$ cat src/design/pbm_defines.svh
// Constants of the push-button menu controller: timing, register map, fields.
`ifndef PBM_DEFINES_SVH
`define PBM_DEFINES_SVH
`define PBM_CLK_KHZ      100000
`define PBM_HOLD_MS      5000
`define PBM_IDLE_MS      5000
`define PBM_SHOW_MS      5000
`define PBM_START_MS     2000
`define PBM_DEB_MS       10
`define PBM_BLINK_MS     250
`define PBM_MS2CYC(ms)   ((ms) * `PBM_CLK_KHZ)
`define PBM_REG_CTRL     4'h0
`define PBM_REG_STAT     4'h4
`define PBM_REG_ISTAT    4'h8
`define PBM_REG_IMASK    4'hC
`define PBM_CTRL_TWOSEG  0
`define PBM_CTRL_RST     32'h0000_0001
`define PBM_IMASK_RST    32'h0000_0000
`define PBM_STAT_PROTO   0
`define PBM_STAT_PRESS   1
`define PBM_STAT_SEL     4:2
`define PBM_STAT_STATE   15:8
`define PBM_PROTO_PNET   1'b0
`define PBM_PROTO_EIP    1'b1
`define PBM_EV_W         5
`define PBM_EV_MENU      0
`define PBM_EV_SAVE      1
`define PBM_EV_PROTO     2
`define PBM_EV_FACT      3
`define PBM_EV_IDLE      4
`define PBM_SEL_MAX_TWO  3'h4
`define PBM_SEL_MAX_ONE  3'h2
`endif

$ cat src/design/pbm_pkg.sv
// Types shared by the push-button menu controller.
package pbm_pkg;
   typedef enum logic [1:0] {PBM_OFF, PBM_GREEN, PBM_RED, PBM_YELLOW} pbm_colour_t;
   typedef struct packed {
      pbm_colour_t colour;
      logic        flash;
      logic        lit;
   } pbm_led_t;
   typedef struct packed {
      logic       valid;
      logic [1:0] segs;
   } pbm_store_t;
   typedef enum {PBM_STARTUP, PBM_NORMAL, PBM_SEL, PBM_SAVE_WAIT, PBM_SHOW, PBM_PROTO,
                 PBM_FR_ARM, PBM_FR_WAIT, PBM_FR_FAIL} pbm_state_t;
   typedef enum {PBM_SK_SEG1, PBM_SK_SEG2, PBM_SK_BOTH, PBM_SK_PNET, PBM_SK_EIP} pbm_kind_t;
endpackage : pbm_pkg

$ cat src/design/pbm_ctrl.sv
// Single push-button menu controller with register port and interrupt.
//
// Decided for this implementation: the register addresses and strobed register access.
`timescale 1ns/1ps
`include "pbm_defines.svh"

// What this block does
// - Five-second hold in normal operation opens menu at segment one, yellow flash.
// - Hold with segment one selected stores its configuration, protected mode.
// - Segment-one LEDs flash green on success, red on failure, five seconds.
// - Short press at segment one selects segment two, its LEDs flash yellow.
// - Hold at segment two stores it; green or red flash for five seconds.
// - Two short presses select both segments; both LED groups flash yellow.
// - Hold at both stores both; memory LED steady green or red.
// - Five seconds without input in the menu returns to normal operation.
// - Fresh device starts with PROFINET protocol selected.
// - Two-segment variant: four presses EtherNet/IP, three PROFINET; fault LED flashes.
// - One-segment variant: two presses EtherNet/IP, one PROFINET; fault LED flashes.
// - Hold after protocol choice flashes both groups, switches, resets config, restarts.
// - Button held at power-up arms factory reset; fault LED flashes yellow.
// - After release, five-second press requests factory reset at restart.
// - Armed and idle five seconds: leave menu, restart without resetting.
// - Failed factory reset flashes button-function LED red, then restarts.
module pbm_ctrl
   import pbm_pkg::*;
#(
   parameter int unsigned HOLD_CYC  = `PBM_MS2CYC(`PBM_HOLD_MS),
   parameter int unsigned IDLE_CYC  = `PBM_MS2CYC(`PBM_IDLE_MS),
   parameter int unsigned SHOW_CYC  = `PBM_MS2CYC(`PBM_SHOW_MS),
   parameter int unsigned START_CYC = `PBM_MS2CYC(`PBM_START_MS),
   parameter int unsigned DEB_CYC   = `PBM_MS2CYC(`PBM_DEB_MS),
   parameter int unsigned BLINK_CYC = `PBM_MS2CYC(`PBM_BLINK_MS)
) (
   input  wire logic        i_mclk,
   input  wire logic        i_srst,
   input  wire logic        i_button,
   input  wire logic [3:0]  i_addr,
   input  wire logic [31:0] i_wdata,
   input  wire logic        i_we,
   input  wire logic        i_re,
   output logic      [31:0] o_rdata,
   output logic             o_irq,
   output pbm_led_t         o_seg1_led,
   output pbm_led_t         o_seg2_led,
   output pbm_led_t         o_mem_led,
   output pbm_led_t         o_fault_status_led,
   output pbm_led_t         o_btn_fn_led,
   output pbm_store_t       o_store,
   input  wire logic        i_store_done,
   input  wire logic        i_store_ok,
   output logic             o_proto,
   output logic             o_proto_switch,
   output logic             o_fb_cfg_reset,
   output logic             o_restart,
   output logic             o_factory_req,
   input  wire logic        i_factory_done,
   input  wire logic        i_factory_ok
);

   pbm_state_t       st_reg;
   pbm_state_t       st_prev;
   pbm_kind_t        kind;
   logic             btn_s1, btn_s2, db_reg, db_q;
   logic [31:0]      deb_cnt, hold_cnt, tmr, blink_cnt;
   logic             short_ev, long_ev, blink;
   logic             tmr_clr, idle_out, show_end, start_end;
   logic [2:0]       sel_cnt, sel_max;
   logic             two_seg, fr_rel, res_ok;
   logic [1:0]       res_segs;
   logic [31:0]      ctrl_reg, istat_reg, imask_reg, istat_next;
   logic [`PBM_EV_W-1:0] ev;

   assign two_seg = ctrl_reg[`PBM_CTRL_TWOSEG];
   assign sel_max = two_seg ? `PBM_SEL_MAX_TWO : `PBM_SEL_MAX_ONE;

   // Pin is asynchronous to i_mclk
   always_ff @(posedge i_mclk) begin
      if (i_srst) begin
         btn_s1 <= 1'b0;
         btn_s2 <= 1'b0;
      end else begin
         btn_s1 <= i_button;
         btn_s2 <= btn_s1;
      end
   end

   // Level must stay changed for DEB_CYC before it is believed
   always_ff @(posedge i_mclk) begin
      if (i_srst) begin
         db_reg  <= 1'b0;
         db_q    <= 1'b0;
         deb_cnt <= 32'h0000_0000;
      end else begin
         db_q <= db_reg;
         if (btn_s2 == db_reg) begin
            deb_cnt <= 32'h0000_0000;
         end else if (deb_cnt >= DEB_CYC - 1) begin
            db_reg  <= btn_s2;
            deb_cnt <= 32'h0000_0000;
         end else begin
            deb_cnt <= deb_cnt + 32'h0000_0001;
         end
      end
   end

   // Long event fires once at the threshold while held, so the user sees the
   // reaction without releasing; the release that follows is then not short.
   always_ff @(posedge i_mclk) begin
      if (i_srst) begin
         hold_cnt <= 32'h0000_0000;
         long_ev  <= 1'b0;
         short_ev <= 1'b0;
      end else begin
         long_ev  <= db_reg && (hold_cnt == HOLD_CYC - 1);
         short_ev <= !db_reg && db_q && (hold_cnt < HOLD_CYC);
         if (!db_reg) begin
            hold_cnt <= 32'h0000_0000;
         end else if (hold_cnt < HOLD_CYC) begin
            hold_cnt <= hold_cnt + 32'h0000_0001;
         end
      end
   end

   // One timer serves start-up, idle and result display
   assign tmr_clr   = (st_reg != st_prev) || (db_reg != db_q) || short_ev || long_ev;
   assign idle_out  = !db_reg && (tmr >= IDLE_CYC - 1);
   assign show_end  = tmr >= SHOW_CYC - 1;
   assign start_end = tmr >= START_CYC - 1;

   always_ff @(posedge i_mclk) begin
      if (i_srst) begin
         tmr     <= 32'h0000_0000;
         st_prev <= PBM_STARTUP;
      end else begin
         st_prev <= st_reg;
         if (tmr_clr) begin
            tmr <= 32'h0000_0000;
         end else if (tmr != 32'hFFFF_FFFF) begin
            tmr <= tmr + 32'h0000_0001;
         end
      end
   end

   always_ff @(posedge i_mclk) begin
      if (i_srst) begin
         blink_cnt <= 32'h0000_0000;
         blink     <= 1'b0;
      end else if (blink_cnt >= BLINK_CYC - 1) begin
         blink_cnt <= 32'h0000_0000;
         blink     <= !blink;
      end else begin
         blink_cnt <= blink_cnt + 32'h0000_0001;
      end
   end

   always_comb begin
      kind = PBM_SK_SEG1;
      if (two_seg) begin
         if (sel_cnt == 3'h1) begin
            kind = PBM_SK_SEG2;
         end else if (sel_cnt == 3'h2) begin
            kind = PBM_SK_BOTH;
         end else if (sel_cnt == 3'h3) begin
            kind = PBM_SK_PNET;
         end else if (sel_cnt == 3'h4) begin
            kind = PBM_SK_EIP;
         end
      end else begin
         if (sel_cnt == 3'h1) begin
            kind = PBM_SK_PNET;
         end else if (sel_cnt == 3'h2) begin
            kind = PBM_SK_EIP;
         end
      end
   end

   // Menu sequencing and the one-cycle commands to storage, protocol and reset
   always_ff @(posedge i_mclk) begin
      if (i_srst) begin
         st_reg         <= PBM_STARTUP;
         sel_cnt        <= 3'h0;
         fr_rel         <= 1'b0;
         res_ok         <= 1'b0;
         res_segs       <= 2'h0;
         o_store        <= '0;
         o_proto        <= `PBM_PROTO_PNET;
         o_proto_switch <= 1'b0;
         o_fb_cfg_reset <= 1'b0;
         o_restart      <= 1'b0;
         o_factory_req  <= 1'b0;
         ev             <= '0;
      end else begin
         o_store.valid  <= 1'b0;
         o_proto_switch <= 1'b0;
         o_fb_cfg_reset <= 1'b0;
         o_restart      <= 1'b0;
         o_factory_req  <= 1'b0;
         ev             <= '0;
         case (st_reg)
            PBM_STARTUP: begin
               // Button caught at the end of the LED start sequence
               fr_rel <= 1'b0;
               if (start_end) begin
                  st_reg <= db_reg ? PBM_FR_ARM : PBM_NORMAL;
               end
            end
            PBM_NORMAL: begin
               if (long_ev) begin
                  st_reg       <= PBM_SEL;
                  sel_cnt      <= 3'h0;
                  ev[`PBM_EV_MENU] <= 1'b1;
               end
            end
            PBM_SEL: begin
               if (long_ev) begin
                  if (kind == PBM_SK_PNET || kind == PBM_SK_EIP) begin
                     o_proto        <= (kind == PBM_SK_EIP) ? `PBM_PROTO_EIP
                                                            : `PBM_PROTO_PNET;
                     o_proto_switch <= 1'b1;
                     o_fb_cfg_reset <= 1'b1;
                     ev[`PBM_EV_PROTO] <= 1'b1;
                     st_reg         <= PBM_PROTO;
                  end else begin
                     res_segs      <= (kind == PBM_SK_SEG1) ? 2'h1 :
                                      (kind == PBM_SK_SEG2) ? 2'h2 : 2'h3;
                     o_store.segs  <= (kind == PBM_SK_SEG1) ? 2'h1 :
                                      (kind == PBM_SK_SEG2) ? 2'h2 : 2'h3;
                     o_store.valid <= 1'b1;
                     st_reg        <= PBM_SAVE_WAIT;
                  end
               end else if (short_ev) begin
                  sel_cnt <= (sel_cnt >= sel_max) ? 3'h0 : sel_cnt + 3'h1;
               end else if (idle_out) begin
                  st_reg <= PBM_NORMAL;
                  ev[`PBM_EV_IDLE] <= 1'b1;
               end
            end
            PBM_SAVE_WAIT: begin
               // Storage side must answer; no timeout here
               if (i_store_done) begin
                  res_ok <= i_store_ok;
                  ev[`PBM_EV_SAVE] <= 1'b1;
                  st_reg <= PBM_SHOW;
               end
            end
            PBM_SHOW: begin
               if (show_end) begin
                  st_reg <= PBM_NORMAL;
               end
            end
            PBM_PROTO: begin
               if (show_end) begin
                  o_restart <= 1'b1;
                  st_reg    <= PBM_STARTUP;
               end
            end
            PBM_FR_ARM: begin
               if (!db_reg) begin
                  fr_rel <= 1'b1;
               end
               if (long_ev && fr_rel) begin
                  o_factory_req <= 1'b1;
                  st_reg        <= PBM_FR_WAIT;
               end else if (idle_out) begin
                  o_restart <= 1'b1;
                  ev[`PBM_EV_IDLE] <= 1'b1;
                  st_reg    <= PBM_STARTUP;
               end
            end
            PBM_FR_WAIT: begin
               if (i_factory_done) begin
                  ev[`PBM_EV_FACT] <= 1'b1;
                  if (i_factory_ok) begin
                     o_proto   <= `PBM_PROTO_PNET;
                     o_restart <= 1'b1;
                     st_reg    <= PBM_STARTUP;
                  end else begin
                     st_reg <= PBM_FR_FAIL;
                  end
               end
            end
            PBM_FR_FAIL: begin
               if (show_end) begin
                  o_restart <= 1'b1;
                  st_reg    <= PBM_STARTUP;
               end
            end
            default: st_reg <= PBM_NORMAL;
         endcase
      end
   end

   function automatic pbm_led_t mk_led(pbm_colour_t c, logic f, logic ph);
      pbm_led_t l;
      l.colour = c;
      l.flash  = f;
      l.lit    = (c != PBM_OFF) && (!f || ph);
      return l;
   endfunction : mk_led

   // Result colour shared by the segment flashes and the memory lamp
   pbm_colour_t res_col;
   assign res_col = res_ok ? PBM_GREEN : PBM_RED;

   always_ff @(posedge i_mclk) begin
      if (i_srst) begin
         o_seg1_led         <= '0;
         o_seg2_led         <= '0;
         o_mem_led          <= '0;
         o_fault_status_led <= '0;
         o_btn_fn_led       <= '0;
      end else begin
         o_seg1_led         <= mk_led(PBM_OFF, 1'b0, blink);
         o_seg2_led         <= mk_led(PBM_OFF, 1'b0, blink);
         o_mem_led          <= mk_led(PBM_OFF, 1'b0, blink);
         o_fault_status_led <= mk_led(PBM_OFF, 1'b0, blink);
         o_btn_fn_led       <= mk_led(PBM_OFF, 1'b0, blink);
         if (st_reg == PBM_SEL) begin
            if (kind == PBM_SK_SEG1 || kind == PBM_SK_BOTH) begin
               o_seg1_led <= mk_led(PBM_YELLOW, 1'b1, blink);
            end
            if (kind == PBM_SK_SEG2 || kind == PBM_SK_BOTH) begin
               o_seg2_led <= mk_led(PBM_YELLOW, 1'b1, blink);
            end
            if (kind == PBM_SK_PNET || kind == PBM_SK_EIP) begin
               o_fault_status_led <= mk_led(PBM_RED, 1'b1, blink);
            end
         end else if (st_reg == PBM_SHOW) begin
            if (res_segs == 2'h3) begin
               o_mem_led <= mk_led(res_col, 1'b0, blink);
            end else if (res_segs == 2'h1) begin
               o_seg1_led <= mk_led(res_col, 1'b1, blink);
            end else begin
               o_seg2_led <= mk_led(res_col, 1'b1, blink);
            end
         end else if (st_reg == PBM_PROTO) begin
            o_seg1_led <= mk_led(PBM_YELLOW, 1'b1, blink);
            o_seg2_led <= mk_led(PBM_YELLOW, 1'b1, blink);
         end else if (st_reg == PBM_FR_ARM || st_reg == PBM_FR_WAIT) begin
            o_fault_status_led <= mk_led(PBM_YELLOW, 1'b1, blink);
         end else if (st_reg == PBM_FR_FAIL) begin
            o_btn_fn_led <= mk_led(PBM_RED, 1'b1, blink);
         end
      end
   end

   // Set wins over a write-one clear in the same cycle
   assign istat_next = (istat_reg & ~((i_we && i_addr == `PBM_REG_ISTAT) ? i_wdata : 32'h0))
                       | {{(32 - `PBM_EV_W){1'b0}}, ev};

   always_ff @(posedge i_mclk) begin
      if (i_srst) begin
         ctrl_reg  <= `PBM_CTRL_RST;
         imask_reg <= `PBM_IMASK_RST;
         istat_reg <= 32'h0000_0000;
         o_irq     <= 1'b0;
      end else begin
         istat_reg <= istat_next;
         o_irq     <= |(istat_reg & imask_reg);
         if (i_we && i_addr == `PBM_REG_CTRL) begin
            ctrl_reg <= {31'h0, i_wdata[`PBM_CTRL_TWOSEG]};
         end else if (i_we && i_addr == `PBM_REG_IMASK) begin
            imask_reg <= {{(32 - `PBM_EV_W){1'b0}}, i_wdata[`PBM_EV_W-1:0]};
         end
      end
   end

   always_ff @(posedge i_mclk) begin
      if (i_srst) begin
         o_rdata <= 32'h0000_0000;
      end else begin
         o_rdata <= 32'h0000_0000;
         if (i_re && i_addr == `PBM_REG_CTRL) begin
            o_rdata <= ctrl_reg;
         end else if (i_re && i_addr == `PBM_REG_STAT) begin
            o_rdata[`PBM_STAT_PROTO] <= o_proto;
            o_rdata[`PBM_STAT_PRESS] <= db_reg;
            o_rdata[`PBM_STAT_SEL]   <= sel_cnt;
            o_rdata[`PBM_STAT_STATE] <= 8'(st_reg);
         end else if (i_re && i_addr == `PBM_REG_ISTAT) begin
            o_rdata <= istat_reg;
         end else if (i_re && i_addr == `PBM_REG_IMASK) begin
            o_rdata <= imask_reg;
         end
      end
   end

   menu_entry_a: assert property (@(posedge i_mclk) disable iff (i_srst)
      st_reg == PBM_NORMAL && long_ev |=> st_reg == PBM_SEL && sel_cnt == 3'h0)
      else $error("hold did not open the menu at segment one");
   seg1_store_a: assert property (@(posedge i_mclk) disable iff (i_srst)
      st_reg == PBM_SEL && long_ev && kind == PBM_SK_SEG1
      |=> o_store.valid && o_store.segs == 2'h1 ##1 !o_store.valid)
      else $error("segment one store request wrong");
   seg1_result_a: assert property (@(posedge i_mclk) disable iff (i_srst)
      st_reg == PBM_SHOW && $past(st_reg) == PBM_SHOW && res_segs == 2'h1
      |-> o_seg1_led.colour == res_col && o_seg1_led.flash)
      else $error("segment one result colour wrong");
   seg2_step_a: assert property (@(posedge i_mclk) disable iff (i_srst)
      st_reg == PBM_SEL && short_ev && !long_ev && sel_cnt == 3'h0 && two_seg
      |=> kind == PBM_SK_SEG2 ##1 o_seg2_led.colour == PBM_YELLOW)
      else $error("short press did not select segment two");
   both_mem_a: assert property (@(posedge i_mclk) disable iff (i_srst)
      st_reg == PBM_SHOW && $past(st_reg) == PBM_SHOW && res_segs == 2'h3
      |-> o_mem_led.colour == res_col && !o_mem_led.flash && o_mem_led.lit)
      else $error("memory lamp not steady with result");
   idle_exit_a: assert property (@(posedge i_mclk) disable iff (i_srst)
      st_reg == PBM_SEL && idle_out && !long_ev && !short_ev |=> st_reg == PBM_NORMAL)
      else $error("menu did not time out");
   proto_init_a: assert property (@(posedge i_mclk)
      $past(i_srst) && !i_srst |-> o_proto == `PBM_PROTO_PNET)
      else $error("protocol not PROFINET after reset");
   proto_go_a: assert property (@(posedge i_mclk) disable iff (i_srst)
      st_reg == PBM_SEL && long_ev && kind == PBM_SK_EIP
      |=> o_proto_switch && o_fb_cfg_reset && o_proto == `PBM_PROTO_EIP)
      else $error("protocol switch not issued");
   fact_req_a: assert property (@(posedge i_mclk) disable iff (i_srst)
      st_reg == PBM_FR_ARM && long_ev && fr_rel |=> o_factory_req && st_reg == PBM_FR_WAIT)
      else $error("factory reset not requested");
   short_hold_a: assert property (@(posedge i_mclk) disable iff (i_srst)
      short_ev |-> !long_ev && $past(hold_cnt) < HOLD_CYC)
      else $error("short press after threshold");

   menu_c: cover property (@(posedge i_mclk) st_reg == PBM_NORMAL ##1 st_reg == PBM_SEL);
   save_c: cover property (@(posedge i_mclk) o_store.valid && o_store.segs == 2'h3);
   fact_c: cover property (@(posedge i_mclk) o_factory_req);

endmodule : pbm_ctrl

$ cat config.mk
export PLATFORM = sky130hd
export DESIGN_NAME = pbm_ctrl
export DESIGN_NICKNAME = d
export VERILOG_FILES = /design/src/design/pbm_pkg.sv /design/src/design/pbm_ctrl.sv
export VERILOG_INCLUDE_DIRS = /design/src /design/src/design
export SDC_FILE = /design/constraint.sdc
export NUM_CORES = 1
export LEC_CHECK = 0
export BUFFER_PORTS_ARGS = -buffer_cell sky130_fd_sc_hd__clkbuf_2
export CAP_MARGIN = 20
export CORE_ASPECT_RATIO = 1.5
export CORE_MARGIN = 4
export CORE_UTILIZATION = 40
export DETAILED_ROUTE_END_ITERATION = 7
export GPL_TIMING_DRIVEN = 0
export PLACE_DENSITY_LB_ADDON = 0.05
export SYNTH_ARGS = -nofsm -noshare
export SYNTH_HDL_FRONTEND = slang
export SYNTH_SLANG_ARGS = --single-unit
$ cat constraint.sdc
create_clock -name i_mclk -period 2.3 [get_ports i_mclk]
set_input_delay 0.46 -clock i_mclk [delete_from_list [all_inputs] [get_ports i_mclk]]
set_output_delay 0.46 -clock i_mclk [all_outputs]
set_load 0.01 [all_outputs]
# Yosys cells after proc, flatten, opt, wreduce, memory -nomap -nowiden
# Cells that the tools add are included.
# totals
register_bits	307
inputBits	45
output_inout_bits	61
wordCells	256
# op_classes
add_sub_neg	5
n_lt_le_gt_ge	6
n_eq_ne	47
muxes	79
n_bitwise	17
n_reduce_logical	54
# op_table
cell	count
$mux 32	14
$pmux 32 s8	1
$eq 32x3->1 const B	7
$eq 32x4->1 const B	6
$add 32x1->32 const B	4
$eq 32x2->1 const B	3
$mux 4	18
$logic_not 32->1	2
$mux 3	14
$and 32x32->32	1
$and 32x5->32	1
$eq 32x1->1 const B	1
$eq 32x29->1 const B	1
$eq 32x5->1 const B	1
$ge 32x20->1 const B	1
$ge 32x25->1 const B	1
$ge 32x28->1 const B	1
$ge 32x29->1 const B	1
$lt 32x29->1 const B	1
$ne 32x32->1	1
$ne 32x32->1 const B	1
$not 32->32	1
$or 32x5->32	1
$reduce_or 32->1	1
37 further kinds	124

# Logic depth before layout (Yosys ltp)
# Gate-level depths: netlist of the first run.
# depth
word_depth	11
ltp_mapped	10
depth_no_buf	8

# Least setup slack after synthesis of the first run
# No wires, ideal clock.
# synth_timing
path_kind	register to register
start	reg sel_cnt[2]
end	reg o_proto
setup_time_ns	0.128
t_arrival_ns	1.826
t_required_ns	2.172
path_slack_ns	0.346
stages_incl_launch_ff	10
n_path_buf	1
period_less_slack_ns	1.954
path_cell_list	dfxtp_1 -> clkbuf_1 -> inv_1 -> ha_1 -> o21a_1 -> o21ai_0 -> a21oi_1 -> o22ai_1 -> mux2i_1 -> nor2_1
# synth_via
elab_chain_len	11
word_cells_on_any_way	20
cone_classes	eq/ne (7); mux (11); reduce/logical (2)
# synth_rtl
item	line	text
from (decl)	pbm_ctrl.sv:67	logic [2:0] sel_cnt, sel_max;
from (signal assigned)	pbm_ctrl.sv:232	sel_cnt <= (sel_cnt >= sel_max) ? 3'h0 : sel_cnt + 3'h1;
$eq 3x3->1	pbm_ctrl.sv:165	end else if (sel_cnt == 3'h4) begin
$mux 3	pbm_ctrl.sv:165	
$mux 3	pbm_ctrl.sv:163	end else if (sel_cnt == 3'h3) begin
$mux 3	pbm_ctrl.sv:161	end else if (sel_cnt == 3'h2) begin
$mux 3	pbm_ctrl.sv:159	if (sel_cnt == 3'h1) begin
$mux 32 (*)	pbm_ctrl.sv:158	if (two_seg) begin
$eq 32x4->1	pbm_ctrl.sv:216, pbm_ctrl.sv:217	
$mux 1 (no source line)	n/a	
$mux 1	pbm_ctrl.sv:216	if (kind == PBM_SK_PNET || kind == PBM_SK_EIP) begin
$mux 1	pbm_ctrl.sv:215	if (long_ev) begin
$pmux 1 s2	pbm_ctrl.sv:199	case (st_reg)
to (signal assigned)	pbm_ctrl.sv:186	o_proto <= `PBM_PROTO_PNET;
to (signal assigned)	pbm_ctrl.sv:217	o_proto <= (kind == PBM_SK_EIP) ? `PBM_PROTO_EIP
to (signal assigned)	pbm_ctrl.sv:274	o_proto <= `PBM_PROTO_PNET;
to (decl)	pbm_ctrl.sv:51	output logic o_proto,
# Every way passes the cells marked *; elsewhere a longest branch is shown, timed or not. The select of a mux whose other input is x is not followed.
# A chain may end at the register's enable or synchronous reset.

# Worst setup path in the final report of the first run
# layout_timing
start	reg blink_cnt[0]
end	reg blink_cnt[18]
# layout_via
elab_chain_len	2
word_cells_on_any_way	3
cone_classes	add/sub (1); order compare (1); reduce/logical (1)
# layout_rtl
item	line	text
from (decl)	pbm_ctrl.sv:64	logic [31:0] deb_cnt, hold_cnt, tmr, blink_cnt;
from (signal assigned)	pbm_ctrl.sv:152	blink_cnt <= blink_cnt + 32'h0000_0001;
$ge 32x25->1	pbm_ctrl.sv:148	end else if (blink_cnt >= BLINK_CYC - 1) begin
$reduce_or 2->1 (no source line)	n/a	
# Several ways; a longest one is shown, not always the timed one.

==> results.json, run 1 <==
{
  "hp-start": "i_wdata[6]",
  "cp_data_required_time_ns": 2.76,
  "syn_inst": 1130,
  "peakVddDrop_mv": 0.537,
  "yosysWarnings": 0,
  "ioPinCount": 106,
  "p_seq_share_pct": 50.7,
  "grt_usage_pct": 17.1,
  "postRouteAntennaNets": 0,
  "pre_cts_slack_ns": -0.0887,
  "synth_area_leaders": "dfxtp_1, nor2_1, xor2_1, xnor2_1, a21oi_1",
  "max-cap-violations": 0,
  "wl_per_cell_um": 14.7,
  "cts_buffer_depth": 3,
  "postPlaceCellArea_sq_mm": 0.0111,
  "fillers": 2482,
  "skew_ns": 0.00855,
  "cp_max_fo": 10,
  "synth-edff-count": 0,
  "final_core_util_pct": 48.0,
  "regArea_sq_mm": 0.00492,
  "drcViolationCount": 0,
  "yosysSeqAreaShare_pct": 48.6,
  "setup_ws_ns": 0.115,
  "worstSetupStartpointType": "flip-flop",
  "diodes": 0,
  "startpoint": "blink_cnt[0]",
  "area_delta_synth_final_pct": 18.8,
  "multi_input_area_sq_mm": 0.00495,
  "grt_overflow": 0,
  "worst_ep_arrival_time_ns": 2.64,
  "switching_share_pct": 20.5,
  "cts_root_buf": "clkbuf_16",
  "netlist_area_sq_mm": 0.0101,
  "rows": 71,
  "status": "finished, final reports clean",
  "placed_cells": 1579,
  "p_sw_mw": 1.74,
  "die_area_sq_mm": 0.0280,
  "rsz0062_at_grt": "no",
  "design.core.area_sq_mm": 0.0251,
  "viasPerCell": 4.97,
  "hold_buffers": 0,
  "ys_types": 68,
  "hold_path_class": "in2reg",
  "relSlewSlack_pct": 45.6,
  "routed_wl_um": 23900,
  "die_x_um": 138,
  "p_comb_share_pct": 2.0,
  "num_vias": 8084,
  "synth_area_per_cell_sq_um": 8.97,
  "ys.flop_type": "dfxtp_1",
  "crit_type": "reg2reg",
  "die_y_um": 203,
  "period_minus_slack_ns": 2.18,
  "grt_max_degree": 15,
  "period_share_pct": 95.0,
  "leakagePower_nw": 4.61,
  "drive_gt1_share_pct": 14.6,
  "worst_pin_slew_ns": 0.811,
  "design_area_sq_mm": 0.0120,
  "grt_pass1_wl_um": 39300,
  "first_pass_iters": 5,
  "ys_async_sr_fraction_pct": 0,
  "clk_latency_ns": 0.52,
  "worstSetupEndpointType": "flip-flop",
  "yosysTopAreaCell": "dfxtp_1",
  "hold_viol": 0,
  "p_int_mw": 6.74,
  "portBuffers": 101,
  "synth_seq_cells": 246,
  "grt_pass1_vias": 7805,
  "start_util_pct": 40.5,
  "p_clk_share_pct": 47.2,
  "htree_levels": 1,
  "setup_viol": 0,
  "p_per_area_mw_per_mm2": 705,
  "clock-sinks": 246,
  "synth_top_area_share_pct": 48.6,
  "place.gp.congestion": 0.827,
  "fin_nets": 1338,
  "cts_tree": "yes",
  "drt_iter0_drc": 364,
  "clk_pin_slew_ns": 0.06,
  "fmax_ghz": 0.458,
  "antenna_found_initial": 1,
  "drv_slew": 0,
  "whs_ns": 0.107,
  "rr_startpoint": "blink_cnt[0]",
  "cts_buffers": 25,
  "final_cells": 1626,
  "hpwl_um": 17600
}
[power by group through the flow]
stage	sequential [mW]	combinational, mW	clock (mW)
floorplan	4.39	0.0947	0
global placement	4.40	0.174	0
detailed placement	4.40	0.175	0
CTS	4.30	0.175	4.17
global route	4.30	0.195	4.34
finish	4.30	0.172	4.01
[path summary, 6_finish.rpt]
check / to / slack, ns / depth (start not counted)
worst min-delay path: istat_reg[6] / 0.11 / 2
worst max-delay path: blink_cnt[18] / 0.12 / 9
worst min register to register: istat_reg[1] / 0.44 / 2
worst max register to register: blink_cnt[18] / 0.12 / 9
[worst max-delay path, cell delays in order (launching register included)]
cell      delay (ns)
dfxtp_1         0.35
ha_2            0.23
and4_2          0.27
a211o_1         0.31
a21oi_1         0.17
o211ai_1        0.15
nand2b_1        0.18
clkbuf_4        0.21
buf_6           0.15
nor2_1          0.10
[timing repair]
| item | in CTS | in global routing |
|---|---|---|
| setup buffers | 0 | 5 |
| pin swaps | 0 | 4 |
| resized for setup | 5 | 21 |
| endpoints found under the setup margin | 9 | 72 |
[final cells by class]
cell class	instances	area share [%]
well taps	328	3.41
plain buffers	57	2.51
flip-flops and latches	246	40.9
clock inverters	6	0.686
clock buffers	38	6.02
repair buffers	106	4.51
inverters	25	0.780
multi-input cells	820	41.2
[layout by cell type (no fill, tap or decap), types with 3 or more instances in the layout]
cell,netlist,routed
a211oi_1,5,5
a21oi_1,60,60
a22oi_1,6,6
a31oi_1,6,6
and2_1,34,34
and3_1,29,29
and4_1,6,5
buf_1,3,3
buf_2,6,5
buf_4,6,11
buf_6,6,6
clkbuf_1,38,36
clkbuf_16,0,25
clkbuf_2,0,109
clkbuf_8,0,5
clkinv_2,0,3
conb_1,1,21
dfxtp_1,246,246
ha_1,12,11
inv_1,25,25
mux2_2,4,4
mux2i_1,16,16
nand2_1,76,76
nand2b_1,39,39
nand3_1,52,52
nand4_1,35,35
nand4b_1,6,6
nor2_1,163,163
nor2b_1,17,17
nor3_1,25,25
nor3b_1,3,3
nor4_1,21,19
o211ai_1,5,5
o21a_1,4,4
o21ai_0,24,23
or3_1,8,8
or4_1,6,6
xnor2_1,42,42
xor2_1,52,52
[cells in the mapped netlist, types with 8 or more instances]
library cell	number
a21oi_1	60
and2_1	34
and3_1	29
clkbuf_1	38
dfxtp_1	246
ha_1	12
inv_1	25
mux2i_1	16
nand2_1	76
nand2b_1	39
nand3_1	52
nand4_1	35
nor2_1	163
nor2b_1	17
nor3_1	25
nor4_1	21
o21ai_0	24
or3_1	8
xnor2_1	42
xor2_1	52
[logic make-up after synthesis]
kind of cell | after synthesis | share of synthesized area (%)
AOI/OAI and AO/OA | 137 | 8.31
xor gates and xnor gates | 94 | 8.12
adders and majority gates | 12 | 1.48
buffers and inverters | 84 | 3.85
DFF | 246 | 48.6
muxes | 21 | 2.25
other | 1 | 0.0370
and+or+nand+nor | 535 | 27.4
[metrics by stage]
step / power, mW / setup TNS (ns)
after floorplan: 4.49 / 0
after global placement: 4.57 / -1.03
after detailed placement: 4.57 / -1.17
after CTS: 8.65 / 0
after global routing: 8.83 / 0
final: 8.48 / 0
[routing by layer]
metal / track usage [%] / vias up / wire, um
met1: 21.8 / 3699 / 10400
met3: 2.88 / 43 / 1280
met5: 0 / - / 13
li1: - / 4162 / -
met2: 28.9 / 178 / 11600
met4: 5.90 / 2 / 676
(Power assumes the default switching activity.)
==> run 2, diff against run 1 <==
--- a/config.mk
+++ b/config.mk
@@ -14,6 +14,7 @@
 export DETAILED_ROUTE_END_ITERATION = 7
 export GPL_TIMING_DRIVEN = 0
 export PLACE_DENSITY_LB_ADDON = 0.05
+export RECOVER_POWER = 100
 export SYNTH_ARGS = -nofsm -noshare
 export SYNTH_HDL_FRONTEND = slang
 export SYNTH_SLANG_ARGS = --single-unit
==> results.json, run 2 (synthesis gave the netlist of run 1 again) <==
{
  "status": "finished, final reports clean",
  "cts_buffers": 25,
  "p_comb_share_pct": 2.0,
  "setup_ws_ns": 0.119,
  "cp_max_fo": 8,
  "cts_root_buf": "clkbuf_16",
  "worst_pin_slew_ns": 0.783,
  "start_util_pct": 40.5,
  "fmax_ghz": 0.459,
  "period_share_pct": 94.8,
  "cts_buffer_depth": 3,
  "cp_common_cell": "nand2b_1",
  "grt_use_met3_pct": 2.88,
  "max-cap-violations": 0,
  "postRouteAntennaNets": 0,
  "viasPerCell": 4.96,
  "clk_pin_slew_ns": 0.06,
  "hold_path_class": "in2reg",
  "num_vias": 8064,
  "p_seq_share_pct": 50.7,
  "drv_slew": 0,
  "peakVddDrop_mv": 0.533,
  "worstSetupEndpointType": "flip-flop",
  "antenna_found_initial": 1,
  "design_area_sq_mm": 0.0119,
  "portBuffers": 101,
  "hold_buffers": 0,
  "p_int_mw": 6.74,
  "routed_wl_um": 24000,
  "cp_slowest_stage_delay_ns": 0.38,
  "final_cell_mix": "dfxtp_1, nor2_1, clkbuf_1",
  "place.gp.congestion": 0.827,
  "worst_ep_arrival_time_ns": 2.63,
  "rows": 71,
  "hold_viol": 0,
  "rr_startpoint": "st_reg[0]",
  "crit_chain": "buf_2 > nand2b_1 > nand2b_1 > o21ai_0 > a2111o_1 > a311oi_4 > mux2i_1",
  "wl_per_cell_um": 14.8,
  "hpwl_um": 17600,
  "drt_iter0_drc": 373,
  "grt_max_degree": 15,
  "rsz0062_at_grt": "no",
  "p_total_mw": 8.48,
  "hp-start": "i_wdata[6]",
  "cp_slowest_cell": "a311oi_4",
  "p_clk_share_pct": 47.2,
  "period_minus_slack_ns": 2.18,
  "fillers": 2509,
  "drcViolationCount": 0,
  "pre_cts_slack_ns": -0.0887,
  "diodes": 0,
  "p_sw_mw": 1.74,
  "design.core.area_sq_mm": 0.0251,
  "layout_commonest_cell": "dfxtp_1",
  "crit_type": "reg2reg",
  "leakagePower_nw": 4.37,
  "p_per_area_mw_per_mm2": 710,
  "clock-sinks": 246,
  "clk_latency_ns": 0.52,
  "relSlewSlack_pct": 47.4,
  "worstSetupStartpointType": "flip-flop",
  "skew_ns": 0.00773,
  "grt_pass1_wl_um": 39300,
  "die_area_sq_mm": 0.0280,
  "fin_nets": 1338,
  "grt_usage_pct": 17.1,
  "die_x_um": 138,
  "startpoint": "st_reg[0]",
  "grt.busiest_layer": "met2",
  "die_y_um": 203,
  "cts_tree": "yes",
  "postPlaceCellArea_sq_mm": 0.0111,
  "htree_levels": 1,
  "grtUsageMet2_pct": 28.9,
  "grt_overflow": 0,
  "final_core_util_pct": 47.7,
  "switching_share_pct": 20.5,
  "area_delta_synth_final_pct": 17.8,
  "first_pass_iters": 5,
  "cp_data_required_time_ns": 2.75,
  "drive_gt1_share_pct": 9.78,
  "ioPinCount": 106,
  "grt_pass1_vias": 7805,
  "setup_viol": 0,
  "met1_usage_pct": 21.8
}
[run 2: cell count changes in the layout (fill, tap and decap cells not counted), moves of 3 or more]
cell,before,now
clkbuf_1,36,99
clkbuf_2,109,51
and2_0,0,13
and2_1,34,21
buf_1,3,0
[run 2: path summary, 6_finish.rpt]
kind / endpoint / slack (ns) / depth (start not counted)
worst max-delay path: st_reg[0] / 0.12 / 7
worst min register to register: istat_reg[1] / 0.44 / 2
worst max register to register: st_reg[0] / 0.12 / 7
worst min-delay path: istat_reg[6] / 0.11 / 2
[run 2: power by group through the flow]
stage                     logic (mW)  registers (mW)  clock network [mW]
final                          0.171            4.30                4.01
after global routing           0.195            4.30                4.34
after CTS                      0.175            4.30                4.17
after detailed placement       0.175            4.40                   0
after global placement         0.174            4.40                   0
after floorplan               0.0947            4.39                   0
[run 2: what timing repair did]
| action | 4_1_cts | 5_1_grt |
|---|---|---|
| gates resized for setup | 5 | 21 |
| buffers inserted | 0 | 5 |
| gates cloned | 0 | 0 |
| pin swaps | 0 | 4 |
| endpoints found under the setup margin | 9 | 72 |
[run 2: final cells by class]
class,count,area (sq um),area share (%)
Buffer,57,302,2.52
Clock buffer,38,724,6.07
Clock inverter,6,82.6,0.691
Inverter,25,93.8,0.786
Multi-Input combinational cell,820,4940,41.4
Sequential cell,246,4920,41.2
Tap cell,328,410,3.44
Timing Repair Buffer,106,465,3.90
[run 2: layer usage]
layer | up-vias | share of wire (%) | wire length (um)
li1 | 4161 | - | -
met1 | 3692 | 44 | 10500
met2 | 166 | 48 | 11600
met3 | 43 | 5.0 | 1210
met4 | 2 | 2.8 | 670
met5 | - | 0.054 | 13
[run 2: metrics by stage]
step           cells  setup TNS [ns]  hold slack, ns
3_3_place_gp    1579           -1.03           0.427
6_report        1626               0           0.107
2_1_floorplan   1150               0           0.413
5_1_grt         1626               0          0.0897
4_1_cts         1623               0          0.0803
3_5_place_dp    1579           -1.17           0.429
[run 2: critical path, delay by kind of cell, from the launching register on]
kind,cells,cell delay (ns)
AND/OR/NAND/NOR,2,0.48
flip-flops,1,0.30
multiplexers,1,0.23
AO/OA/AOI/OAI,3,0.92
buffers and inverters,1,0.17
